[src/hdl/shift_storage_cfg.svh]
// constants of the eight-bit universal shift and storage register:
// register offsets, field positions, reset values and buffer sizes.
// assumes it is included by bare name from the package and the design.
`ifndef SHIFT_STORAGE_CFG_SVH
`define SHIFT_STORAGE_CFG_SVH

// width of the storage register and default depth of the capture buffer
`define REG_BITS 8
`define FIFO_DEPTH_DEFAULT 16

// register bus geometry
`define AXI_ADDR_BITS 8
`define AXI_DATA_BITS 32

// register byte offsets
`define OFF_CTRL 8'h00
`define OFF_STATUS 8'h04
`define OFF_CAPTURE 8'h08

// control register fields and reset value
`define CTRL_CAPTURE_EN_BIT 0
`define CTRL_RESET 1'b0

// status register fields
`define STAT_BITS_LSB 0
`define STAT_EMPTY_BIT 8
`define STAT_FULL_BIT 9
`define STAT_OVERFLOW_BIT 10
`define STAT_LEVEL_LSB 16

// capture register fields
`define CAPTURE_VALID_BIT 8

// bus responses
`define RESP_OKAY 2'h0
`define RESP_SLVERR 2'h2

// cycles the terminals must float before a load sample is trusted
`define FLOAT_SETTLE 2'h2

`endif

[src/hdl/shift_storage_pkg.sv]
// types shared by the shift and storage register design.
// assumes shift_storage_cfg.svh is on the include path.
`include "shift_storage_cfg.svh"

package shift_storage_pkg;

    // operating mode, coded as {func_select_high, func_select_low};
    // hold, right, load, left is a gray walk
    typedef enum logic [1:0] {
        MODE_HOLD = 2'h0,
        MODE_SHIFT_RIGHT = 2'h1,
        MODE_LOAD = 2'h3,
        MODE_SHIFT_LEFT = 2'h2
    } mode_type;

    // register selected by a bus address
    typedef enum logic [1:0] {
        SEL_CTRL = 2'h0,
        SEL_STATUS = 2'h1,
        SEL_CAPTURE = 2'h3,
        SEL_NONE = 2'h2
    } reg_sel_type;

    // pin levels that travel together through the synchroniser
    typedef struct packed {
        logic sync_clear_n;
        logic func_select_high;
        logic func_select_low;
        logic out_enable_n_first;
        logic out_enable_n_second;
        logic right_serial_in;
        logic left_serial_in;
        logic [`REG_BITS-1:0] io_bits;
    } pin_in_type;

endpackage : shift_storage_pkg

[src/hdl/shift_storage_top.sv]
// eight-bit universal shift and storage register with shared parallel
// terminals, serial cascade outputs, a capture buffer and an AXI4-Lite slave.
// assumes all device pins are asynchronous to CLOCK_I and that the bench
// resolves the shared terminals from IO_BITS_O and IO_BITS_OE_O.
//
// Local design decisions: the placing of the registers and the AXI4-Lite register port.
`timescale 1ns/1ps
`include "shift_storage_cfg.svh"
// first-in first-out buffer in flip-flops, valid and ready on both sides
module capture_fifo
    import shift_storage_pkg::*;
#(
    parameter int WIDTH = `REG_BITS,
    parameter int DEPTH = `FIFO_DEPTH_DEFAULT
) (
    input wire logic clk_i,
    input wire logic rst_n_i,
    input wire logic in_valid_i,
    output logic in_ready_o,
    input wire logic [WIDTH-1:0] in_data_i,
    output logic out_valid_o,
    input wire logic out_ready_i,
    output logic [WIDTH-1:0] out_data_o,
    output logic [$clog2(DEPTH):0] level_o
);
    localparam int PTR_BITS = $clog2(DEPTH);
    // pointers do not wrap cleanly unless the depth is a power of two
    generate
        if (DEPTH < 2 || (DEPTH & (DEPTH - 1)) != 0) begin : g_bad_depth
            $error("capture_fifo depth must be a power of two of at least 2");
        end
    endgenerate
    logic [WIDTH-1:0] store [DEPTH];  // storage words
    logic [PTR_BITS:0] wr_ptr;  // write pointer with wrap bit
    logic [PTR_BITS:0] rd_ptr;  // read pointer with wrap bit
    logic push;  // word accepted on the filling side
    logic pop;  // word taken on the draining side
    assign level_o = wr_ptr - rd_ptr;
    assign in_ready_o = (level_o != DEPTH[PTR_BITS:0] << 0) && !level_o[PTR_BITS];
    assign out_valid_o = (wr_ptr != rd_ptr);
    assign out_data_o = store[rd_ptr[PTR_BITS-1:0]];
    assign push = in_valid_i && in_ready_o;
    assign pop = out_valid_o && out_ready_i;
    // storage is written only, never reset, to keep it plain flip-flops
    always_ff @(posedge clk_i) begin
        if (push) begin
            store[wr_ptr[PTR_BITS-1:0]] <= in_data_i;
        end
    end
    // write pointer
    always_ff @(posedge clk_i or negedge rst_n_i) begin
        if (!rst_n_i) begin
            wr_ptr <= '0;
        end else if (push) begin
            wr_ptr <= wr_ptr + 1'b1;
        end
    end
    // read pointer
    always_ff @(posedge clk_i or negedge rst_n_i) begin
        if (!rst_n_i) begin
            rd_ptr <= '0;
        end else if (pop) begin
            rd_ptr <= rd_ptr + 1'b1;
        end
    end
endmodule : capture_fifo
// the register itself and its bus slave
module shift_storage_top
    import shift_storage_pkg::*;
#(
    parameter int FIFO_DEPTH = `FIFO_DEPTH_DEFAULT
) (
    input wire logic CLOCK_I,
    input wire logic RSTN_I,
    // device pins
    input wire logic SYNC_CLEAR_N_I,
    input wire logic FUNC_SELECT_LOW_I,
    input wire logic FUNC_SELECT_HIGH_I,
    input wire logic OUT_ENABLE_N_FIRST_I,
    input wire logic OUT_ENABLE_N_SECOND_I,
    input wire logic RIGHT_SERIAL_IN_I,
    input wire logic LEFT_SERIAL_IN_I,
    input wire logic [`REG_BITS-1:0] IO_BITS_I,
    output logic [`REG_BITS-1:0] IO_BITS_O,
    output logic [`REG_BITS-1:0] IO_BITS_OE_O,
    output logic FIRST_STAGE_SERIAL_OUT_O,
    output logic LAST_STAGE_SERIAL_OUT_O,
    output logic CAPTURE_READY_O,
    // AXI4-Lite slave
    input wire logic [`AXI_ADDR_BITS-1:0] AWADDR_I,
    input wire logic [2:0] AWPROT_I,
    input wire logic AWVALID_I,
    output logic AWREADY_O,
    input wire logic [`AXI_DATA_BITS-1:0] WDATA_I,
    input wire logic [3:0] WSTRB_I,
    input wire logic WVALID_I,
    output logic WREADY_O,
    output logic [1:0] BRESP_O,
    output logic BVALID_O,
    input wire logic BREADY_I,
    input wire logic [`AXI_ADDR_BITS-1:0] ARADDR_I,
    input wire logic [2:0] ARPROT_I,
    input wire logic ARVALID_I,
    output logic ARREADY_O,
    output logic [`AXI_DATA_BITS-1:0] RDATA_O,
    output logic [1:0] RRESP_O,
    output logic RVALID_O,
    input wire logic RREADY_I
);
    localparam int LVL_BITS = $clog2(FIFO_DEPTH) + 1;
    // status field layout needs the level to fit above its lsb
    generate
        if (LVL_BITS > `AXI_DATA_BITS - `STAT_LEVEL_LSB) begin : g_bad_level
            $error("capture buffer too deep for the status level field");
        end
    endgenerate
    // word-aligned address decode, shared by the read and write paths
    function automatic reg_sel_type decode_addr(input logic [`AXI_ADDR_BITS-1:0] addr);
        case ({addr[`AXI_ADDR_BITS-1:2], 2'h0})
            `OFF_CTRL: decode_addr = SEL_CTRL;
            `OFF_STATUS: decode_addr = SEL_STATUS;
            `OFF_CAPTURE: decode_addr = SEL_CAPTURE;
            default: decode_addr = SEL_NONE;
        endcase
    endfunction : decode_addr
    pin_in_type pins_raw;  // pins as they arrive
    pin_in_type pins_meta;  // first synchroniser stage, read only below
    pin_in_type pins;  // synchronised pins, safe for logic
    mode_type mode;  // mode from the synchronised selects
    logic [`REG_BITS-1:0] bits;  // the storage register, bit 0 is stage A
    logic [`REG_BITS-1:0] next_bits;  // value taken at the next edge
    logic update;  // the next edge changes the register by mode or clear
    logic drive_en;  // device drives the shared terminals
    logic [1:0] float_age;  // cycles the terminals have floated, saturating
    logic load_ok;  // sampled terminal levels postdate the float
    logic capture_en;  // software enables pushing updates into the buffer
    logic overflow;  // sticky: an update found the buffer full
    logic fifo_valid;  // buffer has a word
    logic fifo_pop;  // buffer word taken by a read
    logic [`REG_BITS-1:0] fifo_data;  // oldest buffered word
    logic [LVL_BITS-1:0] fifo_level;  // words held
    logic push;  // update offered to the buffer
    logic aw_held;  // write address latched
    logic [`AXI_ADDR_BITS-1:0] aw_addr;  // latched write address
    logic w_held;  // write data latched
    logic [`AXI_DATA_BITS-1:0] w_data;  // latched write data
    logic [3:0] w_strb;  // latched byte strobes
    logic wr_go;  // both halves present and response channel free
    reg_sel_type wr_sel;  // register hit by the write
    reg_sel_type rd_sel;  // register hit by the read
    logic ar_fire;  // read address taken
    logic clear_overflow;  // write of one to the overflow bit
    assign pins_raw = '{
        sync_clear_n: SYNC_CLEAR_N_I,
        func_select_high: FUNC_SELECT_HIGH_I,
        func_select_low: FUNC_SELECT_LOW_I,
        out_enable_n_first: OUT_ENABLE_N_FIRST_I,
        out_enable_n_second: OUT_ENABLE_N_SECOND_I,
        right_serial_in: RIGHT_SERIAL_IN_I,
        left_serial_in: LEFT_SERIAL_IN_I,
        io_bits: IO_BITS_I
    };
    // two-flop synchroniser on every pin; all pins share the same latency
    // so a select and its data stay aligned
    always_ff @(posedge CLOCK_I or negedge RSTN_I) begin
        if (!RSTN_I) begin
            pins_meta <= '{sync_clear_n: 1'b1, out_enable_n_first: 1'b1,
                           out_enable_n_second: 1'b1, default: '0};
            pins <= '{sync_clear_n: 1'b1, out_enable_n_first: 1'b1,
                      out_enable_n_second: 1'b1, default: '0};
        end else begin
            pins_meta <= pins_raw;
            pins <= pins_meta;
        end
    end
    assign mode = mode_type'({pins.func_select_high, pins.func_select_low});
    // terminals float in load mode or with either enable high
    assign drive_en = !pins.out_enable_n_first && !pins.out_enable_n_second
        && (mode != MODE_LOAD);
    assign IO_BITS_OE_O = {`REG_BITS{drive_en}};
    assign IO_BITS_O = bits;
    // the sampled levels lag the pins by two cycles, so a load waits until
    // the terminals have floated that long; otherwise it would catch our
    // own driven value instead of the outside party's
    always_ff @(posedge CLOCK_I or negedge RSTN_I) begin
        if (!RSTN_I) begin
            float_age <= 2'h0;
        end else if (drive_en) begin
            float_age <= 2'h0;
        end else if (float_age != `FLOAT_SETTLE) begin
            float_age <= float_age + 2'h1;
        end
    end
    assign load_ok = (float_age == `FLOAT_SETTLE);
    // next register value: clear first, then the selected mode
    always_comb begin
        next_bits = bits;
        update = 1'b0;
        if (!pins.sync_clear_n) begin
            next_bits = '0;
            update = 1'b1;
        end else begin
            case (mode)
                MODE_HOLD: next_bits = bits;
                MODE_SHIFT_RIGHT: begin
                    next_bits = {bits[`REG_BITS-2:0], pins.right_serial_in};
                    update = 1'b1;
                end
                MODE_SHIFT_LEFT: begin
                    next_bits = {pins.left_serial_in, bits[`REG_BITS-1:1]};
                    update = 1'b1;
                end
                MODE_LOAD: begin
                    // until the float has settled the load simply holds
                    if (load_ok) begin
                        next_bits = pins.io_bits;
                        update = 1'b1;
                    end
                end
                default: next_bits = bits;
            endcase
        end
    end
    // the storage register; the enables reach it only through load_ok, which sets once the terminals have floated for two cycles
    always_ff @(posedge CLOCK_I or negedge RSTN_I) begin
        if (!RSTN_I) begin
            bits <= '0;
        end else begin
            bits <= next_bits;
        end
    end
    // cascade outputs come straight from the end stages
    assign FIRST_STAGE_SERIAL_OUT_O = bits[0];
    assign LAST_STAGE_SERIAL_OUT_O = bits[`REG_BITS-1];
    // every changing edge offers its new value to the buffer; a full buffer
    // does not stall the register, whose pins cannot be held off, so the
    // word is lost and flagged
    assign push = capture_en && update;
    capture_fifo #(
        .WIDTH(`REG_BITS),
        .DEPTH(FIFO_DEPTH)
    ) u_capture_fifo (
        .clk_i(CLOCK_I),
        .rst_n_i(RSTN_I),
        .in_valid_i(push),
        .in_ready_o(CAPTURE_READY_O),
        .in_data_i(next_bits),
        .out_valid_o(fifo_valid),
        .out_ready_i(fifo_pop),
        .out_data_o(fifo_data),
        .level_o(fifo_level)
    );
    // write channel acceptance: each half latched on its own handshake
    assign AWREADY_O = !aw_held && !BVALID_O;
    assign WREADY_O = !w_held && !BVALID_O;
    assign wr_go = aw_held && w_held && !BVALID_O;
    assign wr_sel = decode_addr(aw_addr);
    // latch write address
    always_ff @(posedge CLOCK_I or negedge RSTN_I) begin
        if (!RSTN_I) begin
            aw_held <= 1'b0;
            aw_addr <= '0;
        end else if (AWVALID_I && AWREADY_O) begin
            aw_held <= 1'b1;
            aw_addr <= AWADDR_I;
        end else if (wr_go) begin
            aw_held <= 1'b0;
        end
    end
    // latch write data and strobes
    always_ff @(posedge CLOCK_I or negedge RSTN_I) begin
        if (!RSTN_I) begin
            w_held <= 1'b0;
            w_data <= '0;
            w_strb <= '0;
        end else if (WVALID_I && WREADY_O) begin
            w_held <= 1'b1;
            w_data <= WDATA_I;
            w_strb <= WSTRB_I;
        end else if (wr_go) begin
            w_held <= 1'b0;
        end
    end
    // write response; unmapped addresses answer with an error
    always_ff @(posedge CLOCK_I or negedge RSTN_I) begin
        if (!RSTN_I) begin
            BVALID_O <= 1'b0;
            BRESP_O <= `RESP_OKAY;
        end else if (wr_go) begin
            BVALID_O <= 1'b1;
            BRESP_O <= (wr_sel == SEL_NONE) ? `RESP_SLVERR : `RESP_OKAY;
        end else if (BREADY_I) begin
            BVALID_O <= 1'b0;
        end
    end
    // control register: capture enable, byte lane 0
    always_ff @(posedge CLOCK_I or negedge RSTN_I) begin
        if (!RSTN_I) begin
            capture_en <= `CTRL_RESET;
        end else if (wr_go && wr_sel == SEL_CTRL && w_strb[0]) begin
            capture_en <= w_data[`CTRL_CAPTURE_EN_BIT];
        end
    end
    assign clear_overflow = wr_go && (wr_sel == SEL_STATUS) && w_strb[1]
        && w_data[`STAT_OVERFLOW_BIT];
    // overflow flag: a lost word in the clearing cycle still sets it
    always_ff @(posedge CLOCK_I or negedge RSTN_I) begin
        if (!RSTN_I) begin
            overflow <= 1'b0;
        end else if (push && !CAPTURE_READY_O) begin
            overflow <= 1'b1;
        end else if (clear_overflow) begin
            overflow <= 1'b0;
        end
    end
    // read channel: one read at a time, answered the cycle after
    assign ARREADY_O = !RVALID_O;
    assign ar_fire = ARVALID_I && ARREADY_O;
    assign rd_sel = decode_addr(ARADDR_I);
    assign fifo_pop = ar_fire && (rd_sel == SEL_CAPTURE);
    // read data and response
    always_ff @(posedge CLOCK_I or negedge RSTN_I) begin
        if (!RSTN_I) begin
            RVALID_O <= 1'b0;
            RDATA_O <= '0;
            RRESP_O <= `RESP_OKAY;
        end else if (ar_fire) begin
            RVALID_O <= 1'b1;
            RRESP_O <= `RESP_OKAY;
            RDATA_O <= '0;
            case (rd_sel)
                SEL_CTRL: begin
                    RDATA_O[`CTRL_CAPTURE_EN_BIT] <= capture_en;
                end
                SEL_STATUS: begin
                    RDATA_O[`STAT_BITS_LSB +: `REG_BITS] <= bits;
                    RDATA_O[`STAT_EMPTY_BIT] <= !fifo_valid;
                    RDATA_O[`STAT_FULL_BIT] <= !CAPTURE_READY_O;
                    RDATA_O[`STAT_OVERFLOW_BIT] <= overflow;
                    RDATA_O[`STAT_LEVEL_LSB +: LVL_BITS] <= fifo_level;
                end
                SEL_CAPTURE: begin
                    // an empty buffer reads as zero with the valid bit low
                    RDATA_O[`REG_BITS-1:0] <= fifo_valid ? fifo_data : '0;
                    RDATA_O[`CAPTURE_VALID_BIT] <= fifo_valid;
                end
                default: begin
                    RRESP_O <= `RESP_SLVERR;
                end
            endcase
        end else if (RREADY_I) begin
            RVALID_O <= 1'b0;
        end
    end
endmodule : shift_storage_top

[config.mk]
export PLATFORM = sky130hd
export DESIGN_NAME = shift_storage_top
export DESIGN_NICKNAME = d
export VERILOG_FILES = /design/src/hdl/shift_storage_pkg.sv /design/src/hdl/shift_storage_top.sv
export VERILOG_INCLUDE_DIRS = /design/src /design/src/hdl
export SDC_FILE = /design/constraint.sdc
export NUM_CORES = 1
export LEC_CHECK = 0
export BUFFER_PORTS_ARGS = -buffer_cell sky130_fd_sc_hd__buf_2
export CORE_MARGIN = 2
export CORE_UTILIZATION = 55
export CTS_CLUSTER_DIAMETER = 40
export CTS_CLUSTER_SIZE = 8
export DETAILED_ROUTE_END_ITERATION = 10
export GPL_TIMING_DRIVEN = 0
export PLACE_DENSITY = 0.76
export SETUP_SLACK_MARGIN = 0.3
export SKIP_CTS_REPAIR_TIMING = 1
export SYNTH_ARGS = -nofsm -noshare
export SYNTH_HDL_FRONTEND = slang
export SYNTH_HIERARCHICAL = 1
export SYNTH_SLANG_ARGS = --single-unit
[constraint.sdc]
create_clock -name CLOCK_I -period 4.8 [get_ports CLOCK_I]
set_input_delay 0.96 -clock CLOCK_I [delete_from_list [all_inputs] [get_ports CLOCK_I]]
set_output_delay 0.96 -clock CLOCK_I [all_outputs]
set_load 0.005 [all_outputs]
### Word-level counts from Yosys, hierarchy flattened

Memories as Yosys holds them, arrays and structs flattened.
Index checks and enable logic that the tools add are counted.

* register bits: 97
* bits in writable memories: 128
* input bits: 80
* output and inout bits: 60
* word-level logic and storage cells: 123
* memories kept: 1

* add/subtract/negate cells: 4
* equal/unequal tests: 16
* muxes and demuxes: 28
* reductions and logical operators: 42

Memories
* u_capture_fifo.store: depth 16, bits a word 8, read ports 1, clocked after memory_dff 0, wr ports 1, RTL line shift_storage_top.sv:33 `logic [WIDTH-1:0] store [DEPTH];`

Operator list (number)
* $pmux 8 s4: 1
* $mux 8: 3
* $logic_and 1x1->1: 20
* $pmux 8 s2: 1
* $mux 1: 13
* $eq 6x1->1 const B: 2
* $eq 6x2->1 const B: 2
* $logic_not 6->1: 2
* $pmux 2 s3: 2
* $reduce_bool 2->1: 6
* $add 5x1->5 const B: 2
* $eq 2x2->1 const B: 5
* $mux 2: 5
* $logic_not 1->1: 9
* $eq 2x1->1 const B: 3
* $logic_not 2->1: 3
* $mux 5: 1
* $ne 5x5->1: 1
* $ne 5x5->1 const B: 1
* $sub 5x5->5: 1
* $ne 2x2->1 const B: 2
* $pmux 1 s3: 1
* $reduce_or 3->1: 1
* $add 2x1->2 const B: 1
* 2 further kinds: 2

### Depth between registers and ports, before layout

Gate-level depths: netlist (run 1).

* depth after elaboration: 8
* gate-level depth with buffers: 12

### Modules after synthesis

The synthesis (run 1) kept the hierarchy.

Modules (own cells, without submodules)
* capture_fifo: instances 1, cells an instance 286, area an instance 5659.2 um^2, seq. area each 4093.9 um^2
* shift_storage_top: instances 1, cells an instance 269, area an instance 3123.0 um^2, seq. area each 1859.3 um^2

### Worst setup path after synthesis (run 1)

OpenSTA, ideal clock, no wires.

* kind: reg-to-output
* start point: reg u_capture_fifo.wr_ptr[0]
* end point: out CAPTURE_READY_O
* arrival time: 1.844 ns
* required time: 3.840 ns
* setup slack: 1.996 ns
* cell stages (with the launch flop): 10
* path buffers: 1
* cells stage by stage: dfrtp_1 inv_1 ha_1 inv_1 fa_1 nand3_1 a21oi_1 nor2_1 buf_2 inv_1

* word-level cells in the longest chain between the ends: 3
* elaborated cells between the ends (all ways): 4

Ends and longest elaborated chain
* start: declaration: RTL line shift_storage_top.sv:34 `logic [PTR_BITS:0] wr_ptr;`
* start signal: assignment: RTL line shift_storage_top.sv:55 `wr_ptr <= wr_ptr + 1'b1;`
* $sub 5x5->5 (*): RTL line shift_storage_top.sv:38 `assign level_o = wr_ptr - rd_ptr;`
* named net fifo_level[4]: RTL line shift_storage_top.sv:141 `logic [LVL_BITS-1:0] fifo_level;`
* $ne 5x5->1 / $logic_not 1->1 (equally long branches): RTL line shift_storage_top.sv:39 `assign in_ready_o = (level_o != DEPTH[PTR_BITS:0] << 0) && !level_o[PTR_BITS];`
* $logic_and 1x1->1 (*): RTL line shift_storage_top.sv:39
* end: declaration: RTL line shift_storage_top.sv:88 `output logic CAPTURE_READY_O,`

The timed path passes the listed nets; every way through them passes the cells marked *.

### Worst setup path after layout (run 1)

* start point: reg u_capture_fifo.rd_ptr[1]
* end point: out CAPTURE_READY_O

* word-level cells in the longest chain between the ends: 3
* elaborated cells between the ends (all ways): 4

Ends and longest elaborated chain
* start: declaration: RTL line shift_storage_top.sv:35 `logic [PTR_BITS:0] rd_ptr;`
* start signal: assignment: RTL line shift_storage_top.sv:63 `rd_ptr <= rd_ptr + 1'b1;`
* $sub 5x5->5 (*): RTL line shift_storage_top.sv:38
* named net fifo_level[4]: RTL line shift_storage_top.sv:141
* $ne 5x5->1 / $logic_not 1->1 (equally long branches): RTL line shift_storage_top.sv:39
* $logic_and 1x1->1 (*): RTL line shift_storage_top.sv:39

Marks and branches as above.

==> results.toml, run 1 <==
[sta]
worst-slew-pin-transition_ns = 1.39
finalHoldViolCount = 0
fin_crit_ns = 4.02
clock-skew-final_ns = 0.0185
setup-violations-final = 0
setup_tns_ns = 0
setup_ws_ns = 0.780
drv_slew = 0
finalCritPeriodShare_pct = 83.7
rsz0062_at_grt = "no"
fmax_mhz = 249
relSlewSlack_pct = 6.48

[global_routing]
grt_pass1_wl_um = 29600
grt_start_max_net_pins = 60
grt_overflow = 0
antenna_found_initial = 0
track_usage_pct = 23.5
grt_pass1_vias = 5292

[routing]
routed_via_density = 5.67
first_pass_iters = 5
drt_wl_total_um = 19400
wire_per_inst_um = 20.7
ant_nets = 0
drt-initial-drc-count = 440
vias = 5303
drc_errors = 0

[setup_path]
crit_family = "buffers and inverters"
critical_path_class = "reg -> out"
cp_max_fo = 10
rr_startpoint = "float_age[0]$_DFFE_PN0P_"
crit_path_end_kind = "output pin"
crit_chain = "buf_6 > buf_6 > inv_1 > fa_1 > nand3_1 > a21oi_1 > nor2_1 > buf_2 > inv_1 > buf_2"
critPathBufInv = 6
crit_path_top_delay_cell = "nor2_1"
worstSetupStartpointType = "flop"
arrival_ns = 3.06
rr_endpoint = "u_capture_fifo/store[3][0]$_DFFE_PP_"
ff2ff_path_depth = 9
crit_path_max_incr_delay_ns = 0.44
r2r_setup_slack_ns = 1.15
worst_ep_required_time_ns = 3.84

[cells_and_area]
fin_nets = 790
final_common_cell = "edfxtp_1"
layout-drive-gt1-share_pct = 30.6
antenna_cells = 0
mostFrequentLayoutCells = "edfxtp_1 (128), buf_2 (81), dfrtp_1 (78)"
syn2layout_area_growth_pct = 21.7

[floorplan]
fp.dieW_um = 130
initial_utilization_pct = 55.7
fp.coreArea_um2 = 15800
io_pins = 140
num_rows = 46
die_y_um = 130
design.die.area_um2 = 17000

[placement]
dp_hpwl_um = 12400
dpl_worst_slack_ns = 1.30
port_buffers = 79
place_congestion = 0.852

[min_path]
holdCritStartpoint = "pins_meta[9]$_DFF_PN0_"
hold_end = "pins[9]$_DFF_PN0_"
hold_path.class = "reg -> reg"
holdPathStages = 0

[run_status]
status = "finished clean"

[yosys]
ys_ff_latch = 212
ys_seq_area_share_pct = 67.8
synthArstFlopShare_pct = 39.6
syn_avg_cell_area_um2 = 15.8
ys.flop_type = "edfxtp_1"
synth_edf_count = 128
mappedNetlistArea_um2 = 8780
synthCells = 555
ys_warn_count = 6
synth_cell_types = 49

[cts]
root_buffer = "clkbuf_16"
cts_tree = "built"
path_clk_slew_ns = 0.05
insertion_delay_ns = 0.51
cts_buffer_depth = 3
clock_sinks = 212
htreeDepth = 2
numCtsBuffers = 34

[flow_run]
maxCapViolations = 0

[power]
power.density_nw_per_um2 = 473
leakagePower_uw = 0.00426
peakVddDrop_uv = 364
==> worst max path at each step <==
| stage | startpoint | endpoint | slack [ns] | cells after the start |
|---|---|---|---|---|
| floorplan | u_capture_fifo/wr_ptr[0]$_DFFE_PN0P_ | CAPTURE_READY_O | 2.00 | 9 |
| global placement | float_age[0]$_DFFE_PN0P_ | u_capture_fifo/store[8][0]$_DFFE_PP_ | 1.30 | 7 |
| detailed placement | float_age[0]$_DFFE_PN0P_ | u_capture_fifo/store[3][6]$_DFFE_PP_ | 1.30 | 9 |
| CTS | u_capture_fifo/rd_ptr[1]$_DFFE_PN0P_ | CAPTURE_READY_O | 0.85 | 10 |
| global route | u_capture_fifo/wr_ptr[0]$_DFFE_PN0P_ | CAPTURE_READY_O | 0.61 | 10 |
| finish | u_capture_fifo/rd_ptr[1]$_DFFE_PN0P_ | CAPTURE_READY_O | 0.78 | 10 |
==> report_power, final <==
group / switching (uW) / total [uW] / internal, uW
registers: 92.2 / 2190 / 2100
clock network: 784 / 2160 / 1380
logic: 389 / 700 / 310
==> worst reg2reg max path, stage by stage, from the launching register on <==
cell and delay, ns:
dfrtp_1 0.39, inv_1 0.06, ha_1 0.13, clkbuf_1 0.44
a21oi_1 0.12, o21ai_0 0.18, and2_1 0.34, nand2_1 0.14
o21bai_1 0.32, nor3_1 1.12
==> layout make-up <==
| cell class | count | area [um2] |
|---|---|---|
| sequential | 212 | 5950 |
| fill | 1073 | 5090 |
| multi-input combinational | 290 | 2540 |
| clock buffer | 54 | 967 |
| timing repair buffer | 87 | 478 |
| buffer | 53 | 359 |
| tap | 216 | 270 |
| inverter | 17 | 63.8 |
| clock inverter | 6 | 55.1 |
==> through the flow <==
step                      cells  utilization [%]  hold WS [ns]  instance area [um2]  total power [uW]
after floorplan             572                -         0.331                 8850              2650
after global placement      867             60.3         0.335                 9510              2840
after detailed placement    874             61.0         0.336                 9620              2890
after CTS                   934             67.5         0.346                10600              5080
after global routing        935             67.7         0.343                10700              5260
final                       935             67.7         0.342                10700              5050
==> cells by family (layout without fill, tap and decap cells) <==
group	after synthesis	count (layout)	synth area share, %
flip-flops	212	212	67.8
AND/OR/NAND/NOR	100	100	5.44
AO/OA/AOI/OAI	98	98	7.57
buffers and inverters	70	217	4.82
multiplexers	47	47	10.9
adder cells (fa/ha/maj)	15	15	2.22
XOR/XNOR	12	12	1.20
other	1	18	0.0427
==> per-layer routing <==
| layer | global-route usage (%) | vias up | share of wire, % |
|---|---|---|---|
| met5 | 0 | - | 0 |
| met1 | 32.6 | 2612 | 41 |
| met4 | 9.82 | 0 | 2.9 |
| met3 | 3.90 | 50 | 7.1 |
| met2 | 37.7 | 278 | 49 |
| li1 | - | 2363 | - |
==> flip-flops by register name, indices dropped and copies added, names as in the netlist, 2 cells and up <==
register               cells
RDATA_O                   16
pins                      13
aw_addr                    6
mode                       2
w_data                     2
u_capture_fifo/rd_ptr      5
w_strb                     2
pins_meta                 15
IO_BITS_O                  8
float_age                  2
u_capture_fifo/store     128
u_capture_fifo/wr_ptr      5
==> synth_stat cells, drive strengths merged, types with 15 or more instances <==
cell    number  area, um2
dfrtp       78       1950
clkbuf      16       61.3
a21oi       15       75.1
o21ai       28        140
buf         37        298
edfxtp     128       3840
inv         17       63.8
nor2        16       67.6
a22oi       23        173
mux4        32        788
nand2       44        165
No activity file was read; power rests on OpenSTA's default activity.
==> run 2, diff against run 1 <==
--- a/config.mk
+++ b/config.mk
@@ -6,14 +6,15 @@
 export SDC_FILE = /design/constraint.sdc
 export NUM_CORES = 1
 export LEC_CHECK = 0
+export ABC_AREA = 1
 export BUFFER_PORTS_ARGS = -buffer_cell sky130_fd_sc_hd__buf_2
 export CORE_MARGIN = 2
-export CORE_UTILIZATION = 55
+export CORE_UTILIZATION = 52
 export CTS_CLUSTER_DIAMETER = 40
 export CTS_CLUSTER_SIZE = 8
 export DETAILED_ROUTE_END_ITERATION = 10
 export GPL_TIMING_DRIVEN = 0
-export PLACE_DENSITY = 0.76
+export PLACE_DENSITY = 0.74
 export SETUP_SLACK_MARGIN = 0.3
 export SKIP_CTS_REPAIR_TIMING = 1
 export SYNTH_ARGS = -nofsm -noshare
==> constraint.sdc (replaced) <==
create_clock -name CLOCK_I -period 3.37 [get_ports CLOCK_I]
set_input_delay 0.674 -clock CLOCK_I [delete_from_list [all_inputs] [get_ports CLOCK_I]]
set_output_delay 0.674 -clock CLOCK_I [all_outputs]
set_load 0.005 [all_outputs]
==> run 2 against run 1 <==
- cell area rose by 9.1%
- critical path type unchanged
- total power grew 47%
- sequential share of layout area decreased by 4.6 points
- die area up 17%
- global-route usage shrank 1.2 points
- first-iteration DRC count up 33%
- setup slack worse by 0.58 ns
- critical endpoint unchanged
- combinational power grew 73%
- clock skew fell by 0.0078 ns
- sequential power is 42% higher
- worst hold slack lost 0.21 ns
==> results.toml, run 2 <==
[placement]
place_congestion = 0.876
dpl_worst_slack_ns = 0.315
dp_hpwl_um = 14700
port_buffers = 79

[global_routing]
grt_overflow = 0
grt_pass1_wl_um = 34300
antenna_found_initial = 0
grt_pass1_vias = 6906
use_met2_pct = 37.8
busiest_layer = "met2"
grt_start_max_net_pins = 55
track_usage_pct = 22.3
use_met1_pct = 28.8
met3_usage_pct = 4.31

[setup_path]
r2r_setup_slack_ns = 0.45
crit_path_top_delay_cell = "fa_1"
worst_ep_required_time_ns = 2.70
crit_chain = "clkbuf_4 > inv_1 > clkbuf_4 > fa_1 > nand2_1 > nand2_1 > nand2_1 > nand2_1 > nand2_2 > buf_2"
crit_top_cell = "nand2_1"
crit_path_end_kind = "output pin"
startpoint = "u_capture_fifo/rd_ptr[1]$_DFFE_PN0P_"
critical_path_class = "reg -> out"
crit_path_max_incr_delay_ns = 0.45
endpoint = "CAPTURE_READY_O"
ff2ff_path_depth = 9
rr_startpoint = "u_capture_fifo/rd_ptr[1]$_DFFE_PN0P_"
worstSetupStartpointType = "flop"
rr_endpoint = "u_capture_fifo/store[0][5]$_DFFE_PP_"
cp_max_fo = 11
arrival_ns = 2.50

[power]
leakagePower_uw = 0.00576
power.density_nw_per_um2 = 638
peakVddDrop_uv = 411

[yosys]
syn_avg_cell_area_um2 = 9.47
synth_largest_area_cell = "edfxtp_1"
synth_edf_count = 128
synthCells = 1033
synth-simple-area-share_pct = 22.4
synth_cell_types = 38
ys_ff_latch = 212
muxShareOfSynthArea_pct = 0.921
synth_top_family_by_area = "simple AND/OR/NAND/NOR gates"
synth_fa_ha_area_share_pct = 2.00
synth_compound_area_share_pct = 2.62
yosysTopAreaCellShare_pct = 39.3
synth.area.top_cells = "edfxtp_1 (39%), dfrtp_1 (20%), nand2_1 (13%)"
mappedNetlistArea_um2 = 9780
synth_xor_xnor_area_share_pct = 0.537
yosysMostFrequentCell = "nand2_1"
synthArstFlopShare_pct = 39.6
ys_warn_count = 6
netlist_top_cells_count = "nand2_1 (337), inv_1 (160), edfxtp_1 (128)"
ys_seq_area_share_pct = 60.9
ys.flop_type = "edfxtp_1"

[sta]
setup_ws_ns = 0.198
setup-violations-final = 0
fin_crit_ns = 3.17
setup_tns_ns = 0
finalHoldViolCount = 0
fmax_mhz = 315
worst-slew-pin-transition_ns = 0.900
clock-skew-final_ns = 0.0107
drv_slew = 0
finalCritPeriodShare_pct = 94.1
relSlewSlack_pct = 39.8
rsz0062_at_grt = "yes"

[cells_and_area]
fillCellCount = 1496
seqCellArea_um2 = 5950
mostFrequentLayoutCells = "nand2_1 (336), inv_1 (160), edfxtp_1 (128)"
layout-drive-gt1-share_pct = 18.3
multi_input_area_um2 = 2910
final_common_cell = "nand2_1"
antenna_cells = 0
syn2layout_area_growth_pct = 19.1
fin_nets = 1262
largest_reg_flops = 128
post-route-util_pct = 62.7

[cts]
path_clk_slew_ns = 0.05
root_buffer = "clkbuf_16"
htreeDepth = 2
cts_tree = "built"
insertion_delay_ns = 0.49
clock_sinks = 212
numCtsBuffers = 35
cts_buffer_depth = 3

[routing]
drc_errors = 0
ant_nets = 0
drt_wl_total_um = 22000
first_pass_iters = 5
drt-initial-drc-count = 587
routed_via_density = 5.04
vias = 7165
wire_per_inst_um = 15.5

[floorplan]
io_pins = 140
num_rows = 50
die_y_um = 141
fp.dieW_um = 141
initial_utilization_pct = 52.7
design.die.area_um2 = 19900
fp.coreArea_um2 = 18600

[run_status]
status = "finished clean"

[min_path]
hold_path.class = "in -> async"

[flow_run]
maxCapViolations = 0
## run 2: cell count changes in the layout (fill, tap and decap cells not counted), moves of 14 or more
| cell | before | now |
|---|---|---|
| a22oi_1 | 23 | 0 |
| inv_1 | 16 | 160 |
| mux4_1 | 18 | 0 |
| mux4_2 | 14 | 0 |
| nand2_1 | 44 | 336 |
| nand3_1 | 4 | 120 |
| nor2_2 | 0 | 15 |
## run 2: area by class of cell
type,count,area share (%)
flip-flops and latches,212,51.1
multi-input cells,610,24.9
clock buffers,53,8.55
inverters,166,5.35
repair buffers,80,3.65
plain buffers,62,3.61
well taps,234,2.51
clock inverters,6,0.301
## run 2: power breakdown
group	switching, uW	internal (uW)	total (uW)
Combinational	782	426	1210
Clock	1090	2020	3100
Sequential	135	2990	3120
## run 2: kinds of logic (layout without fill, tap and decap cells)
kind of cell,after synthesis,count (layout)
muxes,8,8
DFF,212,212
buffers and inverters,228,367
xor gates and xnor gates,6,6
adders and majority gates,15,15
AOI/OAI and AO/OA,47,47
and+or+nand+nor,516,516
other,1,18
## run 2: through the flow
step | instances | hold WS, ns | cell area [um2] | total power (uW)
floorplan | 1050 | 0.331 | 9850 | 3940
global placement | 1363 | 0.332 | 10500 | 4300
detailed placement | 1364 | 0.336 | 10600 | 4330
CTS | 1423 | 0.134 | 11600 | 7460
global route | 1423 | 0.151 | 11700 | 7780
finish | 1423 | 0.127 | 11700 | 7430
## run 2: metal layers
| metal | routed length, um | vias up | part of all wire (%) |
|---|---|---|---|
| met4 | 514 | 0 | 2.3 |
| met3 | 1410 | 46 | 6.4 |
| met1 | 9080 | 3372 | 41 |
| met5 | 0 | - | 0 |
| met2 | 11000 | 248 | 50 |
| li1 | - | 3499 | - |
## run 2: critical path: cells and delay by family (launching register included)
family / cells / cell delay (ns)
and+or+nand+nor: 5 / 0.50
buffers and inverters: 4 / 0.72
DFF: 1 / 0.34
adders and majority gates: 1 / 0.45
## run 2: worst min path at each step
stage / slack (ns) / end / cells after the start
detailed placement: 0.34 / pins[1]$_DFF_PN0_ / 0
global placement: 0.33 / pins[7]$_DFF_PN0_ / 0
finish: 0.13 / RDATA_O[17]$_DFFE_PN0P_ / 1
floorplan: 0.33 / mode[0]$_DFF_PN0_ / 0
CTS: 0.13 / w_data[10]$_DFFE_PN0P_ / 1
global route: 0.15 / w_data[10]$_DFFE_PN0P_ / 1
